--- src/shared/cgo_regs.svh ---
// Purpose: register offsets, field positions and reset values of the clamp control
// Assumes: 8-bit sub-address space on the serial control port
// Notes: definitions only
`ifndef CGO_REGS_SVH
`define CGO_REGS_SVH

// ----------------------------------------------------------------------------
// register offsets
// ----------------------------------------------------------------------------
`define CGO_A_TGT 8'h0F
`define CGO_A_SOG 8'h11
`define CGO_A_GAIN_R 8'h20
`define CGO_A_GAIN_G 8'h21
`define CGO_A_GAIN_B 8'h22
`define CGO_A_OFF_R 8'h23
`define CGO_A_OFF_G 8'h24
`define CGO_A_OFF_B 8'h25
`define CGO_A_PLACE 8'h26
`define CGO_A_DUR 8'h27
`define CGO_A_CTL 8'h28
`define CGO_A_STAT 8'h29

// ----------------------------------------------------------------------------
// fields
// ----------------------------------------------------------------------------
`define CGO_CTL_EXT 0
`define CGO_CTL_POL 1
`define CGO_STAT_CLAMP 0
`define CGO_STAT_HSYNC 1
`define CGO_STAT_WAIT 2

// ----------------------------------------------------------------------------
// reset values and codes
// ----------------------------------------------------------------------------
`define CGO_TGT_RST 3'h0
`define CGO_SOG_RST 8'h80
`define CGO_GAIN_RST 8'h80
`define CGO_OFF_RST 7'h40
`define CGO_PLACE_RST 8'h08
`define CGO_DUR_RST 8'h14
`define CGO_POL_RST 1'b1
`define CGO_CODE_MID 8'h80
`define CGO_CODE_GND 8'h00
`define CGO_OFF_ZERO 7'h40
`define CGO_OFF_MIN 7'h41

`endif

--- src/shared/cgo_pkg.sv ---
// Purpose: types shared by the clamp control and its serial port
// Assumes: nothing beyond SystemVerilog packed types
// Notes: register offsets, field positions and reset values live in cgo_regs.svh
package cgo_pkg;

    // ------------------------------------------------------------------------
    // state machines
    // ------------------------------------------------------------------------
    typedef enum logic [1:0] {CL_IDLE, CL_WAIT, CL_ON} cgo_clamp_e;
    typedef enum logic [3:0] {
        SR_IDLE, SR_ADDR, SR_ACK_A, SR_REG, SR_ACK_R, SR_WR, SR_ACK_W, SR_RD, SR_MACK
    } cgo_ser_e;

    // ------------------------------------------------------------------------
    // carriers
    // ------------------------------------------------------------------------
    typedef struct packed {logic [7:0] r; logic [7:0] g; logic [7:0] b;} cgo_rgb8_s;
    typedef struct packed {logic [6:0] r; logic [6:0] g; logic [6:0] b;} cgo_rgb7_s;
    typedef struct packed {
        logic signed [6:0] r;
        logic signed [6:0] g;
        logic signed [6:0] b;
    } cgo_off_s;
    typedef struct packed {logic stb; logic [7:0] addr; logic [7:0] data;} cgo_wr_s;

    // settings that take effect per line
    typedef struct packed {
        cgo_rgb8_s gain;
        cgo_rgb7_s off;
        logic [2:0] tgt;
        logic [7:0] place;
        logic [7:0] dur;
    } cgo_line_s;

    // ------------------------------------------------------------------------
    // module state
    // ------------------------------------------------------------------------
    typedef struct packed {
        logic [2:0] scl_s;
        logic [2:0] sda_s;
        logic scl_f;
        logic sda_f;
        cgo_ser_e st;
        logic [3:0] cnt;
        logic [7:0] sh;
        logic rw;
        logic nack;
        logic oe;
        cgo_wr_s wr;
    } cgo_ser_s;

    typedef struct packed {
        logic [2:0] hs_s;
        logic [2:0] ck_s;
        logic [2:0] sg_s;
        logic hs_f;
        logic ck_f;
        logic sg_f;
        cgo_line_s regs;
        cgo_line_s sh;
        logic [7:0] sog;
        logic ext;
        logic pol;
        cgo_clamp_e st;
        logic [7:0] cnt;
        logic clamp;
        cgo_rgb8_s code;
        cgo_off_s offl;
        logic sog_hs;
        logic [7:0] since;
        logic [7:0] len;
    } cgo_ctl_s;

endpackage

--- src/verilog/cgo_clamp_ctrl.sv ---
// Purpose: clamp timing, clamp target, gain, offset and sync-on-green level control
// Assumes: clock_i is the pixel clock; hsync_i is active high
// Notes: settings for the next line are captured at a trailing edge of hsync that comes while no clamp is running
`timescale 1ns/1ps
`include "cgo_regs.svh"

// Behaviour
// RULE1 - external clamp select set: clamp output follows the clamp pin
// RULE2 - clamp polarity bit decides whether the clamp pin is active high or low
// RULE3 - internal clamp starts a programmed pixel count after hsync trailing edge
// RULE4 - internal clamp lasts programmed pixel count; placement and duration are 8-bit
// RULE5 - software should program placement 0x08 and duration 0x14
// RULE6 - bits 0 to 2 of clamp_target_select select each converter's clamp target
// RULE7 - midscale target gives code 0x80, ground target gives code 0x00
// RULE8 - separate 8-bit gain per red, green and blue channel
// RULE9 - gain code 0 smallest input range, 255 largest range
// RULE10 - separate 7-bit offset per red, green and blue channel
// RULE11 - offset spans plus or minus 63 LSBs, step follows full scale
// RULE12 - sync-on-green trigger level programmable through sync_on_green_threshold
// RULE13 - sync taken from green sync input is always negative polarity
// RULE14 - internal mode restarts placement count at each hsync trailing edge; the code ignores edges that come while the clamp is on
// RULE15 - new settings apply from next line, running clamp interval not cut
module cgo_clamp_ctrl
    import cgo_pkg::*;
#(
    parameter logic [6:0] DEV_ADDR = 7'h4C // arbitrary value
) (
    input wire logic clock_i,
    input wire logic reset_n_i,
    input wire logic scl_i,
    input wire logic sda_i,
    output logic sda_o,
    output logic sda_oe_o,
    input wire logic hsync_i,
    input wire logic clamp_pin_i,
    input wire logic green_sync_input_i,
    output logic clamp_o,
    output cgo_rgb8_s clamp_code_o,
    output cgo_rgb8_s gain_o,
    output cgo_rgb7_s offset_o,
    output cgo_off_s offset_lsb_o,
    output logic [7:0] sog_level_o,
    output logic sog_hsync_o
);

    cgo_ctl_s q, d;
    cgo_wr_s wr;
    logic [7:0] rd_data;
    logic trail, take;

    // ------------------------------------------------------------------------
    // functions
    // ------------------------------------------------------------------------
    function automatic cgo_line_s line_rst();
        cgo_line_s l;
        l.gain = '{`CGO_GAIN_RST, `CGO_GAIN_RST, `CGO_GAIN_RST};
        l.off = '{`CGO_OFF_RST, `CGO_OFF_RST, `CGO_OFF_RST};
        l.tgt = `CGO_TGT_RST;
        l.place = `CGO_PLACE_RST; // RULE5
        l.dur = `CGO_DUR_RST; // RULE5
        return l;
    endfunction

    // glitch filter behind the three-stage synchroniser
    function automatic logic filt(input logic [2:0] s, input logic f);
        return (s[1] == s[2]) ? s[2] : f;
    endfunction

    function automatic logic [7:0] tgt_code(input logic mid);
        return mid ? `CGO_CODE_MID : `CGO_CODE_GND; // RULE7
    endfunction

    // code 0x40 is zero shift; code 0 would be -64, so it is held at -63
    function automatic logic signed [6:0] off_lsb(input logic [6:0] c);
        return (c == 7'h00) ? $signed(`CGO_OFF_MIN) : $signed(c ^ `CGO_OFF_ZERO); // RULE11
    endfunction

    function automatic logic [7:0] rd_mux(input cgo_ctl_s s, input logic [7:0] a);
        logic [7:0] v;
        v = 8'h00;
        case (a)
            `CGO_A_TGT: v = {5'h00, s.regs.tgt};
            `CGO_A_SOG: v = s.sog;
            `CGO_A_GAIN_R: v = s.regs.gain.r;
            `CGO_A_GAIN_G: v = s.regs.gain.g;
            `CGO_A_GAIN_B: v = s.regs.gain.b;
            `CGO_A_OFF_R: v = {1'b0, s.regs.off.r};
            `CGO_A_OFF_G: v = {1'b0, s.regs.off.g};
            `CGO_A_OFF_B: v = {1'b0, s.regs.off.b};
            `CGO_A_PLACE: v = s.regs.place;
            `CGO_A_DUR: v = s.regs.dur;
            `CGO_A_CTL: begin
                v[`CGO_CTL_EXT] = s.ext;
                v[`CGO_CTL_POL] = s.pol;
            end
            `CGO_A_STAT: begin
                v[`CGO_STAT_CLAMP] = s.clamp;
                v[`CGO_STAT_HSYNC] = s.hs_f;
                v[`CGO_STAT_WAIT] = (s.st == CL_WAIT);
            end
            default: v = 8'h00; // unmapped reads as zero
        endcase
        return v;
    endfunction

    // ------------------------------------------------------------------------
    // serial register port
    // ------------------------------------------------------------------------
    cgo_ser_slave #(
        .DEV_ADDR(DEV_ADDR)
    ) u_ser (
        .clock_i(clock_i),
        .reset_n_i(reset_n_i),
        .scl_i(scl_i),
        .sda_i(sda_i),
        .rd_data_i(rd_data),
        .wr_o(wr),
        .sda_oe_o(sda_oe_o)
    );

    assign rd_data = rd_mux(q, wr.addr);

    // ------------------------------------------------------------------------
    // next state
    // ------------------------------------------------------------------------
    always_comb begin
        d = q;
        d.hs_s = {q.hs_s[1:0], hsync_i};
        d.ck_s = {q.ck_s[1:0], clamp_pin_i};
        d.sg_s = {q.sg_s[1:0], green_sync_input_i};
        d.hs_f = filt(q.hs_s, q.hs_f);
        d.ck_f = filt(q.ck_s, q.ck_f);
        d.sg_f = filt(q.sg_s, q.sg_f);
        // per-line settings land in the staging copy; threshold and control bits take effect at once
        if (wr.stb) begin
            case (wr.addr)
                `CGO_A_TGT: d.regs.tgt = wr.data[2:0]; // RULE6
                `CGO_A_SOG: d.sog = wr.data; // RULE12
                `CGO_A_GAIN_R: d.regs.gain.r = wr.data; // RULE8 RULE9
                `CGO_A_GAIN_G: d.regs.gain.g = wr.data; // RULE8
                `CGO_A_GAIN_B: d.regs.gain.b = wr.data; // RULE8
                `CGO_A_OFF_R: d.regs.off.r = wr.data[6:0]; // RULE10
                `CGO_A_OFF_G: d.regs.off.g = wr.data[6:0]; // RULE10
                `CGO_A_OFF_B: d.regs.off.b = wr.data[6:0]; // RULE10
                `CGO_A_PLACE: d.regs.place = wr.data; // RULE4
                `CGO_A_DUR: d.regs.dur = wr.data; // RULE4
                `CGO_A_CTL: begin
                    d.ext = wr.data[`CGO_CTL_EXT]; // RULE1
                    d.pol = wr.data[`CGO_CTL_POL]; // RULE2
                end
                default: ;
            endcase
        end
        // an edge during a running clamp is ignored so the interval runs out whole
        trail = q.hs_f & ~d.hs_f;
        take = trail & (q.st != CL_ON); // RULE15
        d.since = (q.since == 8'hFF) ? q.since : q.since + 8'h01;
        if (take) begin
            d.sh = q.regs; // RULE15
            d.since = 8'h00;
        end
        // placement and duration countdown
        unique case (q.st)
            CL_IDLE: ;
            CL_WAIT: if (q.cnt == 8'h01) begin
                d.st = (q.sh.dur == 8'h00) ? CL_IDLE : CL_ON; // RULE3
                d.cnt = q.sh.dur;
            end else begin
                d.cnt = q.cnt - 8'h01;
            end
            CL_ON: if (q.cnt == 8'h01) begin
                d.st = CL_IDLE; // RULE4
            end else begin
                d.cnt = q.cnt - 8'h01;
            end
        endcase
        if (take && !q.ext) begin
            if (q.regs.place != 8'h00) begin
                d.st = CL_WAIT; // RULE14 RULE3
                d.cnt = q.regs.place;
            end else if (q.regs.dur != 8'h00) begin
                d.st = CL_ON;
                d.cnt = q.regs.dur;
            end else begin
                d.st = CL_IDLE;
            end
        end
        if (q.ext) begin
            d.st = CL_IDLE; // RULE1
        end
        d.clamp = q.ext ? (d.ck_f ~^ q.pol) : (d.st == CL_ON); // RULE1 RULE2 RULE14
        if (d.st == CL_ON) begin
            d.len = (q.st == CL_ON) ? q.len + 8'h01 : 8'h01;
        end
        d.code = '{tgt_code(d.sh.tgt[0]), tgt_code(d.sh.tgt[1]), tgt_code(d.sh.tgt[2])};
        d.offl = '{off_lsb(d.sh.off.r), off_lsb(d.sh.off.g), off_lsb(d.sh.off.b)};
        d.sog_hs = ~d.sg_f; // RULE13
    end

    // ------------------------------------------------------------------------
    // state register
    // ------------------------------------------------------------------------
    always_ff @(posedge clock_i or negedge reset_n_i) begin
        if (!reset_n_i) begin
            q <= '0;
            q.regs <= line_rst();
            q.sh <= line_rst();
            q.sog <= `CGO_SOG_RST;
            q.pol <= `CGO_POL_RST;
            q.sog_hs <= 1'b1;
        end else begin
            q <= d;
        end
    end

    assign sda_o = 1'b0; // open drain, only the enable toggles
    assign clamp_o = q.clamp;
    assign clamp_code_o = q.code;
    assign gain_o = q.sh.gain;
    assign offset_o = q.sh.off;
    assign offset_lsb_o = q.offl;
    assign sog_level_o = q.sog;
    assign sog_hsync_o = q.sog_hs;
endmodule // cgo_clamp_ctrl

--- src/verilog/cgo_ser_slave.sv ---
// Purpose: two-wire serial register port, byte writes and reads with auto-increment
// Assumes: bus edges far slower than clock_i; SCL and SDA arrive unsynchronised
// Notes: SDA is open drain, only the enable is driven
`timescale 1ns/1ps
`include "cgo_regs.svh"

module cgo_ser_slave
    import cgo_pkg::*;
#(
    parameter logic [6:0] DEV_ADDR = 7'h4C // arbitrary value
) (
    input wire logic clock_i,
    input wire logic reset_n_i,
    input wire logic scl_i,
    input wire logic sda_i,
    input wire logic [7:0] rd_data_i,
    output cgo_wr_s wr_o,
    output logic sda_oe_o
);

    cgo_ser_s q, d;
    logic scl_n, sda_n, rise, fall, start, stop;

    // ------------------------------------------------------------------------
    // next state
    // ------------------------------------------------------------------------
    always_comb begin
        d = q;
        d.scl_s = {q.scl_s[1:0], scl_i};
        d.sda_s = {q.sda_s[1:0], sda_i};
        // a level counts once second and third stage agree
        scl_n = (q.scl_s[1] == q.scl_s[2]) ? q.scl_s[2] : q.scl_f;
        sda_n = (q.sda_s[1] == q.sda_s[2]) ? q.sda_s[2] : q.sda_f;
        d.scl_f = scl_n;
        d.sda_f = sda_n;
        rise = ~q.scl_f & scl_n;
        fall = q.scl_f & ~scl_n;
        start = q.scl_f & scl_n & q.sda_f & ~sda_n;
        stop = q.scl_f & scl_n & ~q.sda_f & sda_n;
        d.wr.stb = 1'b0;
        if (start) begin
            d.st = SR_ADDR;
            d.cnt = 4'h0;
            d.oe = 1'b0;
        end else if (stop) begin
            d.st = SR_IDLE;
            d.oe = 1'b0;
        end else if (rise) begin
            // master ack also moves the pointer so the next load sees it
            if (q.st == SR_MACK) begin
                d.nack = sda_n;
                if (!sda_n) begin
                    d.wr.addr = q.wr.addr + 8'h01;
                end
            end else if (q.st != SR_RD) begin
                d.sh = {q.sh[6:0], sda_n};
            end
            d.cnt = q.cnt + 4'h1;
        end else if (fall) begin
            // sda only changes while scl is low
            unique case (q.st)
                SR_IDLE: ;
                SR_ADDR: if (q.cnt == 4'h8) begin
                    if (q.sh[7:1] == DEV_ADDR) begin
                        d.st = SR_ACK_A;
                        d.oe = 1'b1;
                        d.rw = q.sh[0];
                    end else begin
                        d.st = SR_IDLE;
                    end
                end
                SR_ACK_A: begin
                    d.cnt = 4'h0;
                    if (q.rw) begin
                        d.st = SR_RD;
                        d.sh = rd_data_i;
                        d.oe = ~rd_data_i[7];
                    end else begin
                        d.st = SR_REG;
                        d.oe = 1'b0;
                    end
                end
                SR_REG: if (q.cnt == 4'h8) begin
                    d.wr.addr = q.sh;
                    d.st = SR_ACK_R;
                    d.oe = 1'b1;
                end
                SR_ACK_R, SR_ACK_W: begin
                    if (q.st == SR_ACK_W) begin
                        d.wr.addr = q.wr.addr + 8'h01;
                    end
                    d.st = SR_WR;
                    d.cnt = 4'h0;
                    d.oe = 1'b0;
                end
                SR_WR: if (q.cnt == 4'h8) begin
                    d.wr.stb = 1'b1;
                    d.wr.data = q.sh;
                    d.st = SR_ACK_W;
                    d.oe = 1'b1;
                end
                SR_RD: if (q.cnt == 4'h8) begin
                    d.oe = 1'b0;
                    d.st = SR_MACK;
                end else begin
                    d.sh = {q.sh[6:0], 1'b0};
                    d.oe = ~q.sh[6];
                end
                SR_MACK: if (q.nack) begin
                    d.st = SR_IDLE;
                end else begin
                    d.st = SR_RD;
                    d.cnt = 4'h0;
                    d.sh = rd_data_i;
                    d.oe = ~rd_data_i[7];
                end
            endcase
        end
    end

    // ------------------------------------------------------------------------
    // state register
    // ------------------------------------------------------------------------
    always_ff @(posedge clock_i or negedge reset_n_i) begin
        if (!reset_n_i) begin
            q <= '0;
            q.scl_s <= 3'h7; // idle bus is high
            q.sda_s <= 3'h7;
            q.scl_f <= 1'b1;
            q.sda_f <= 1'b1;
        end else begin
            q <= d;
        end
    end

    assign wr_o = q.wr;
    assign sda_oe_o = q.oe;

endmodule // cgo_ser_slave
--- config.mk ---
export PLATFORM = sky130hd
export DESIGN_NAME = cgo_clamp_ctrl
export DESIGN_NICKNAME = d
export VERILOG_FILES = /design/src/shared/cgo_pkg.sv /design/src/verilog/cgo_clamp_ctrl.sv /design/src/verilog/cgo_ser_slave.sv
export VERILOG_INCLUDE_DIRS = /design/src /design/src/shared
export SDC_FILE = /design/constraint.sdc
export NUM_CORES = 1
export LEC_CHECK = 0
export BUFFER_PORTS_ARGS = -buffer_cell sky130_fd_sc_hd__buf_2
export CAP_MARGIN = 20
export CORE_MARGIN = 2
export CORE_UTILIZATION = 60
export CTS_CLUSTER_SIZE = 30
export DETAILED_ROUTE_END_ITERATION = 12
export MAX_ROUTING_LAYER = met4
export PLACE_DENSITY = 0.81
export SYNTH_ARGS = -nofsm -noshare
export SYNTH_HDL_FRONTEND = slang
export SYNTH_SLANG_ARGS = --single-unit
--- constraint.sdc ---
create_clock -name clock_i -period 6.5 [get_ports clock_i]
set_input_delay 0.65 -clock clock_i [delete_from_list [all_inputs] [get_ports clock_i]]
set_output_delay 0.65 -clock clock_i [all_outputs]
set_load 0.01 [all_outputs]
==> metrics.cfg, run 1 <==
[status]
status=complete, no violations

[grt]
grt_max_degree=107
grt_pass1_wl_um=42400
grt_remaining_overflow=0
gr-usage-all-layers_pct=27.3
grt_pass1_vias=7819
grt_antenna_before_repair=0

[worst_setup_path]
reg2reg_depth=10
worstSetupPathType=flip-flop to flip-flop
r2r_slack_ns=3.19
cp.arrival_ns=3.70
crit_start=u_ser.q[37]
start_kind=flip-flop
cp-end-kind=flip-flop
r2r-end=u_ser.wr_o[15]
rr_startpoint=u_ser.q[37]
cp_max_fo=22
worstPathRequired_ns=6.89

[synthesis]
synth_seq_cells=219
ys_warn_count=0
ys_seq_area_share_pct=49.1
async_reset_ff_share_pct=100
mappedNetlistArea_sq_um=11200
synth_cell_types=90
synth_ff_type=dfrtp_1
synth_edf_count=0
syn-instance-count=1089
syn_area_per_cell_sq_um=10.3

[timing]
setup_viol=0
hold_viol=0
max_slew_margin_pct=40.6
period_needed_ns=3.31
report.final.slew_viol_count=0
rsz0062_at_grt=false
fin_tns_setup_ns=0
skew_ns=0.0141
tightest_slew_ns=0.892
min_period_over_period_pct=50.9
fin_hold_ws_ns=0.191
max_freq_ghz=0.302

[route]
num_vias=8231
drt-total-wl_um=26300
avgViaCountPerCell=6.27
antenna_left=0
drt_iter0_markers=864
drc_errors=0
first_pass_iters=6
wl_per_cell_um=20.0

[pwr]
total_power_w=0.00335
power.density_nw_per_um2=282
vdd_drop_max_mv=0.273
leakage_nw=5.87

[clock_network]
cts_resized=0
clockBufferDepth=3
post_cts_buffers=0
cts_tree=done
clk_pin_slew_ns=0.06
cts.htree.levels=1
cts_sinks=219
cts_hold_buf=0
cts_root_buf=clkbuf_16
insertion_delay_ns=0.51
cts_buffers=23

[die]
die_x_um=141
num_io_pins=109
core-area_sq_um=18500
dieArea_sq_um=19800
start_util_pct=60.6
die_y_um=141
fp-row-count=50

[finish]
antenna_cells=0
nets=1082
area_growth_pct=5.52
fin_area_sq_um=11800
nFillCells=1435
finalNonFillerCells=1312
drive_gt1_share_pct=25.7
final_cell_mix=nand2_1, dfrtp_1, mux2_2
layout_commonest_cell=nand2_1

[run]
maxCapViolations=0

[place]
dpl.cell_count=1271
gp_congestion=1.01
post-dp-hpwl_um=18100
placed_area_sq_um=11000
portBuffers=86

[worst_hold_path]
hp-class=input port to asynchronous set/reset pin

worst max-delay path, cell delays in order (launching register included):
cell	delay, ns
dfstp_2	0.54
inv_1	0.05
nand2_1	0.04
o21ai_0	0.11
inv_1	0.12
ha_1	0.71
nor2b_1	0.33
a31o_2	0.31
a21oi_2	0.30
or3_1	0.34
mux2_4	0.33
stage by stage:
step | util (%) | worst slack, ns
floorplan | - | 4.10
global placement | 59.6 | 3.28
detailed placement | 59.6 | 3.26
CTS | 64.0 | 3.20
global route | 64.0 | 2.98
finish | 64.0 | 3.19
synth_stat cells, drive strengths merged, types with 5 or more instances:
| library cell | number | area share, % |
|---|---|---|
| dfstp | 28 | 6.6 |
| a21o | 10 | 0.67 |
| nor3 | 10 | 0.49 |
| o22ai | 10 | 0.56 |
| and2 | 6 | 0.36 |
| nor4 | 16 | 1.0 |
| clkbuf | 32 | 1.1 |
| o41ai | 6 | 0.64 |
| mux2i | 12 | 1.3 |
| ha | 13 | 1.4 |
| a21oi | 32 | 1.5 |
| nand2b | 8 | 0.45 |
| nand4 | 14 | 0.78 |
| o21bai | 5 | 0.33 |
| dfrtp | 191 | 43 |
| nor2 | 36 | 1.2 |
| mux2 | 92 | 9.3 |
| buf | 132 | 8.2 |
| nand3 | 33 | 1.5 |
| nand2 | 207 | 6.9 |
| a31oi | 18 | 1.1 |
| inv | 25 | 0.84 |
| a22o | 9 | 0.70 |
| nor2b | 8 | 0.45 |
| and3b | 5 | 0.39 |
| o32ai | 6 | 0.47 |
| nor3b | 6 | 0.45 |
| o21ai | 23 | 1.0 |
| a22oi | 12 | 0.80 |
power by group:
group / switching [W] / internal (W) / total, W
clock network: 0.000538 / 0.000836 / 0.00137
logic: 0.000292 / 0.000139 / 0.000431
registers: 0.000116 / 0.00142 / 0.00154
total: 0.000946 / 0.00240 / 0.00335
area by class of cell:
cell class,count,area [sq um],share of cell area (%)
repair buffers,91,478,4.03
clock inverters,12,146,1.24
clock buffers,29,658,5.56
flip-flops and latches,219,5520,46.6
multi-input cells,702,4660,39.4
well taps,234,293,2.47
inverters,25,93.8,0.792
logic make-up (layout without fill, tap and decap cells):
kind of cell    after synthesis  after routing  synth area share, %
simple gates                380            380                 16.7
flops                       219            219                 49.1
buf+inv                     189            157                 10.1
compound gates              176            176                 11.3
mux                         104            104                 10.6
fa+ha+maj                    16             16                 1.72
xor+xnor                      4              4                0.312
other cells                   1             22               0.0334
worst max path at each step:
stage	cells after the start	end	slack, ns
3_3_place_gp	10	u_ser.wr_o[15]	3.28
4_1_cts	10	u_ser.wr_o[15]	3.20
2_1_floorplan	12	u_ser.wr_o[15]	4.10
6_report	10	u_ser.wr_o[15]	3.19
3_5_place_dp	10	u_ser.wr_o[15]	3.26
5_1_grt	10	u_ser.wr_o[15]	2.98
registers in the layout, indices dropped and copies added (netlist names):
name,cells
u_ser.wr_o,17
sog_level_o,8
u_ser.q,22
offset_lsb_o,21
gain_o,24
offset_o,21
clamp_code_o,1
u_ser.sda_oe_o,1
d,6
u_ser.d,4
q,92
clamp_o,1
sog_hsync_o,1
routing by layer:
layer,vias up,wire length [um],GRT usage (%),share of wire [%]
li1,3659,-,-,-
met1,4105,11000,37.7,42
met2,389,12300,41.3,47
met3,78,2110,5.37,8.0
met4,0,813,8.37,3.1
met5,-,0,-,0
No activity file was read; power rests on OpenSTA's default activity.
==> run 2: changes to the inputs <==
- CORE_UTILIZATION: 60 -> 54
- PLACE_DENSITY: 0.81 -> 0.77
- clock period: 6.5 -> 2.8 ns (I/O delays scaled with it)
==> run 2 against run 1 <==
Clock power increased by 130%. Maximum frequency increased by 28%. First-iteration DRC count decreased by 30%. Sequential share of layout area decreased by 1.2 points. Global-route usage decreased by 1.9 points. Sequential power increased by 130%. Clock-buffer cell count increased by 7. Critical path type unchanged. Largest cell class unchanged. Highest routed layer unchanged.
==> metrics.cfg, run 2 (same netlist as run 1, synthesis figures left out) <==
[timing]
period_needed_ns=2.59  ; -0.723 ns
hold_viol=0  ; unchanged
max_freq_ghz=0.386  ; +28%
min_period_over_period_pct=92.4  ; +41 points
fin_hold_ws_ns=0.327  ; +0.136 ns
max_slew_margin_pct=45.4  ; +4.8 points
rsz0062_at_grt=false
report.final.slew_viol_count=0  ; unchanged
fin_tns_setup_ns=0  ; unchanged
tightest_slew_ns=0.816  ; -0.0754 ns
skew_ns=0.0310  ; +0.0168 ns
setup_viol=0  ; unchanged

[worst_setup_path]
reg2reg_depth=9  ; -1
crit_chain=inv_1, nand2_1, o21ai_0, inv_1, ha_2, nor2_1, a21oi_1, or3_1, mux2_4
worstPathRequired_ns=3.20  ; -3.69 ns
cp_max_fo=11  ; -50%
cp_common_cell=inv_1
max_stage_delay_ns=0.54  ; -0.17 ns
cp-end-kind=flip-flop
start_kind=flip-flop
worst_path_max_delay_cell=dfstp_2
cp.arrival_ns=2.99  ; -0.71 ns
worstSetupPathType=flip-flop to flip-flop

[clock_network]
cts.htree.levels=1  ; unchanged
clockBufferDepth=3  ; unchanged
cts_buffers=24  ; +4.3%
clk_pin_slew_ns=0.06  ; about the same
insertion_delay_ns=0.52  ; about the same
cts_root_buf=clkbuf_16
cts_sinks=219  ; unchanged
cts_tree=done

[finish]
nets=1114  ; +3.0%
multi_input_area_sq_um=4670  ; +0.19%
final_cell_mix=nand2_1, dfrtp_1, mux2_2
drive_gt1_share_pct=27.0  ; +1.3 points
largest-register=q
layout_commonest_cell=nand2_1
largest_reg_flops=92  ; unchanged
nFillCells=1730  ; +21%
area.sequential_sq_um=5520  ; unchanged
antenna_cells=0  ; unchanged
area_growth_pct=8.27

[grt]
grt_pass1_vias=7949  ; +1.7%
gr-usage-all-layers_pct=25.4  ; -1.9 points
grt_max_degree=87  ; -19%
grt_antenna_before_repair=0  ; unchanged
grt_remaining_overflow=0  ; unchanged
grt_pass1_wl_um=43500  ; +2.8%

[place]
portBuffers=86  ; unchanged
post-dp-hpwl_um=18900  ; +4.7%
gp_congestion=0.956  ; -5.2%

[route]
num_vias=8160  ; -0.86%
wl_per_cell_um=19.4  ; -3.3%
drt-total-wl_um=26800  ; +1.8%
first_pass_iters=5  ; -1
drt_iter0_markers=607  ; -30%
avgViaCountPerCell=5.90  ; -5.9%
antenna_left=0  ; unchanged
drc_errors=0  ; unchanged

[die]
core-area_sq_um=20300  ; +9.6%
num_io_pins=109  ; unchanged
dieArea_sq_um=22000  ; +11%
fp-row-count=52  ; +4.0%
start_util_pct=55.3  ; -5.3 points
die_x_um=148  ; +5.3%
die_y_um=148  ; +5.3%

[pwr]
leakage_nw=6.03  ; +2.6%
power.density_nw_per_um2=640  ; +130%
total_power_w=0.00778  ; +130%
vdd_drop_max_mv=0.457  ; +68%

[run]
maxCapViolations=0  ; unchanged

[worst_hold_path]
hp-class=input port to asynchronous set/reset pin

[status]
status=complete, no violations

==> run 2: cell type report <==
class / instances / share of cell area (%)
clock buffers: 36 / 5.90
clock inverters: 8 / 0.576
inverters: 25 / 0.772
multi-input cells: 702 / 38.4
flip-flops and latches: 219 / 45.4
well taps: 270 / 2.78
repair buffers: 122 / 6.18
==> run 2: timing repair <==
item / 4_1_cts / 5_1_grt
gates resized for setup: 0 / 2
buffers inserted: 0 / 0
hold buffers: 6 / 0
endpoints found under the hold margin: 77 / 0
endpoints found under the setup margin: 0 / 4
==> run 2: metrics by stage <==
step	cells	setup slack [ns]	instance area, sq um	util, %
6_report	1382	0.212	12200	59.9
2_1_floorplan	1110	0.400	11300	-
4_1_cts	1382	0.0606	12100	59.8
5_1_grt	1382	0.0402	12200	59.9
3_5_place_dp	1332	0.0879	11300	55.7
3_3_place_gp	1332	0.154	11300	55.7
==> run 2: routing by layer <==
metal	part of all wire (%)	up-vias	wire length, um	GRT usage, %
li1	-	3733	-	-
met1	43	4058	11500	34.8
met2	47	319	12700	39.6
met3	6.9	50	1830	4.02
met4	2.7	0	724	7.14
met5	0	-	0	-
==> run 2: power by group <==
part	total (W)	switching (W)	internal (W)
combinational	0.00113	0.000720	0.000406
sequential	0.00355	0.000243	0.00331
clock	0.00310	0.00124	0.00186
total	0.00778	0.00220	0.00557
==> run 2: critical path, delay by kind of cell, from the launching register on <==
| family | cells | cell delay, ns |
|---|---|---|
| AOI/OAI and AO/OA | 2 | 0.56 |
| DFF | 1 | 0.54 |
| and+or+nand+nor | 3 | 0.51 |
| adders and majority gates | 1 | 0.34 |
| muxes | 1 | 0.33 |
| buffers and inverters | 2 | 0.18 |
==> run 2: path summary, 6_finish.rpt <==
check                       startpoint        endpoint  slack (ns)
setup / recovery           u_ser.q[37]  u_ser.wr_o[15]        0.21
hold / removal               reset_n_i          d[215]        0.33
setup reg to reg           u_ser.q[37]  u_ser.wr_o[15]        0.21
hold reg to reg                 d[215]          d[216]        0.35
max in group asynchronous    reset_n_i    offset_o[13]        1.63
min in group clock_i            d[215]          d[216]        0.35
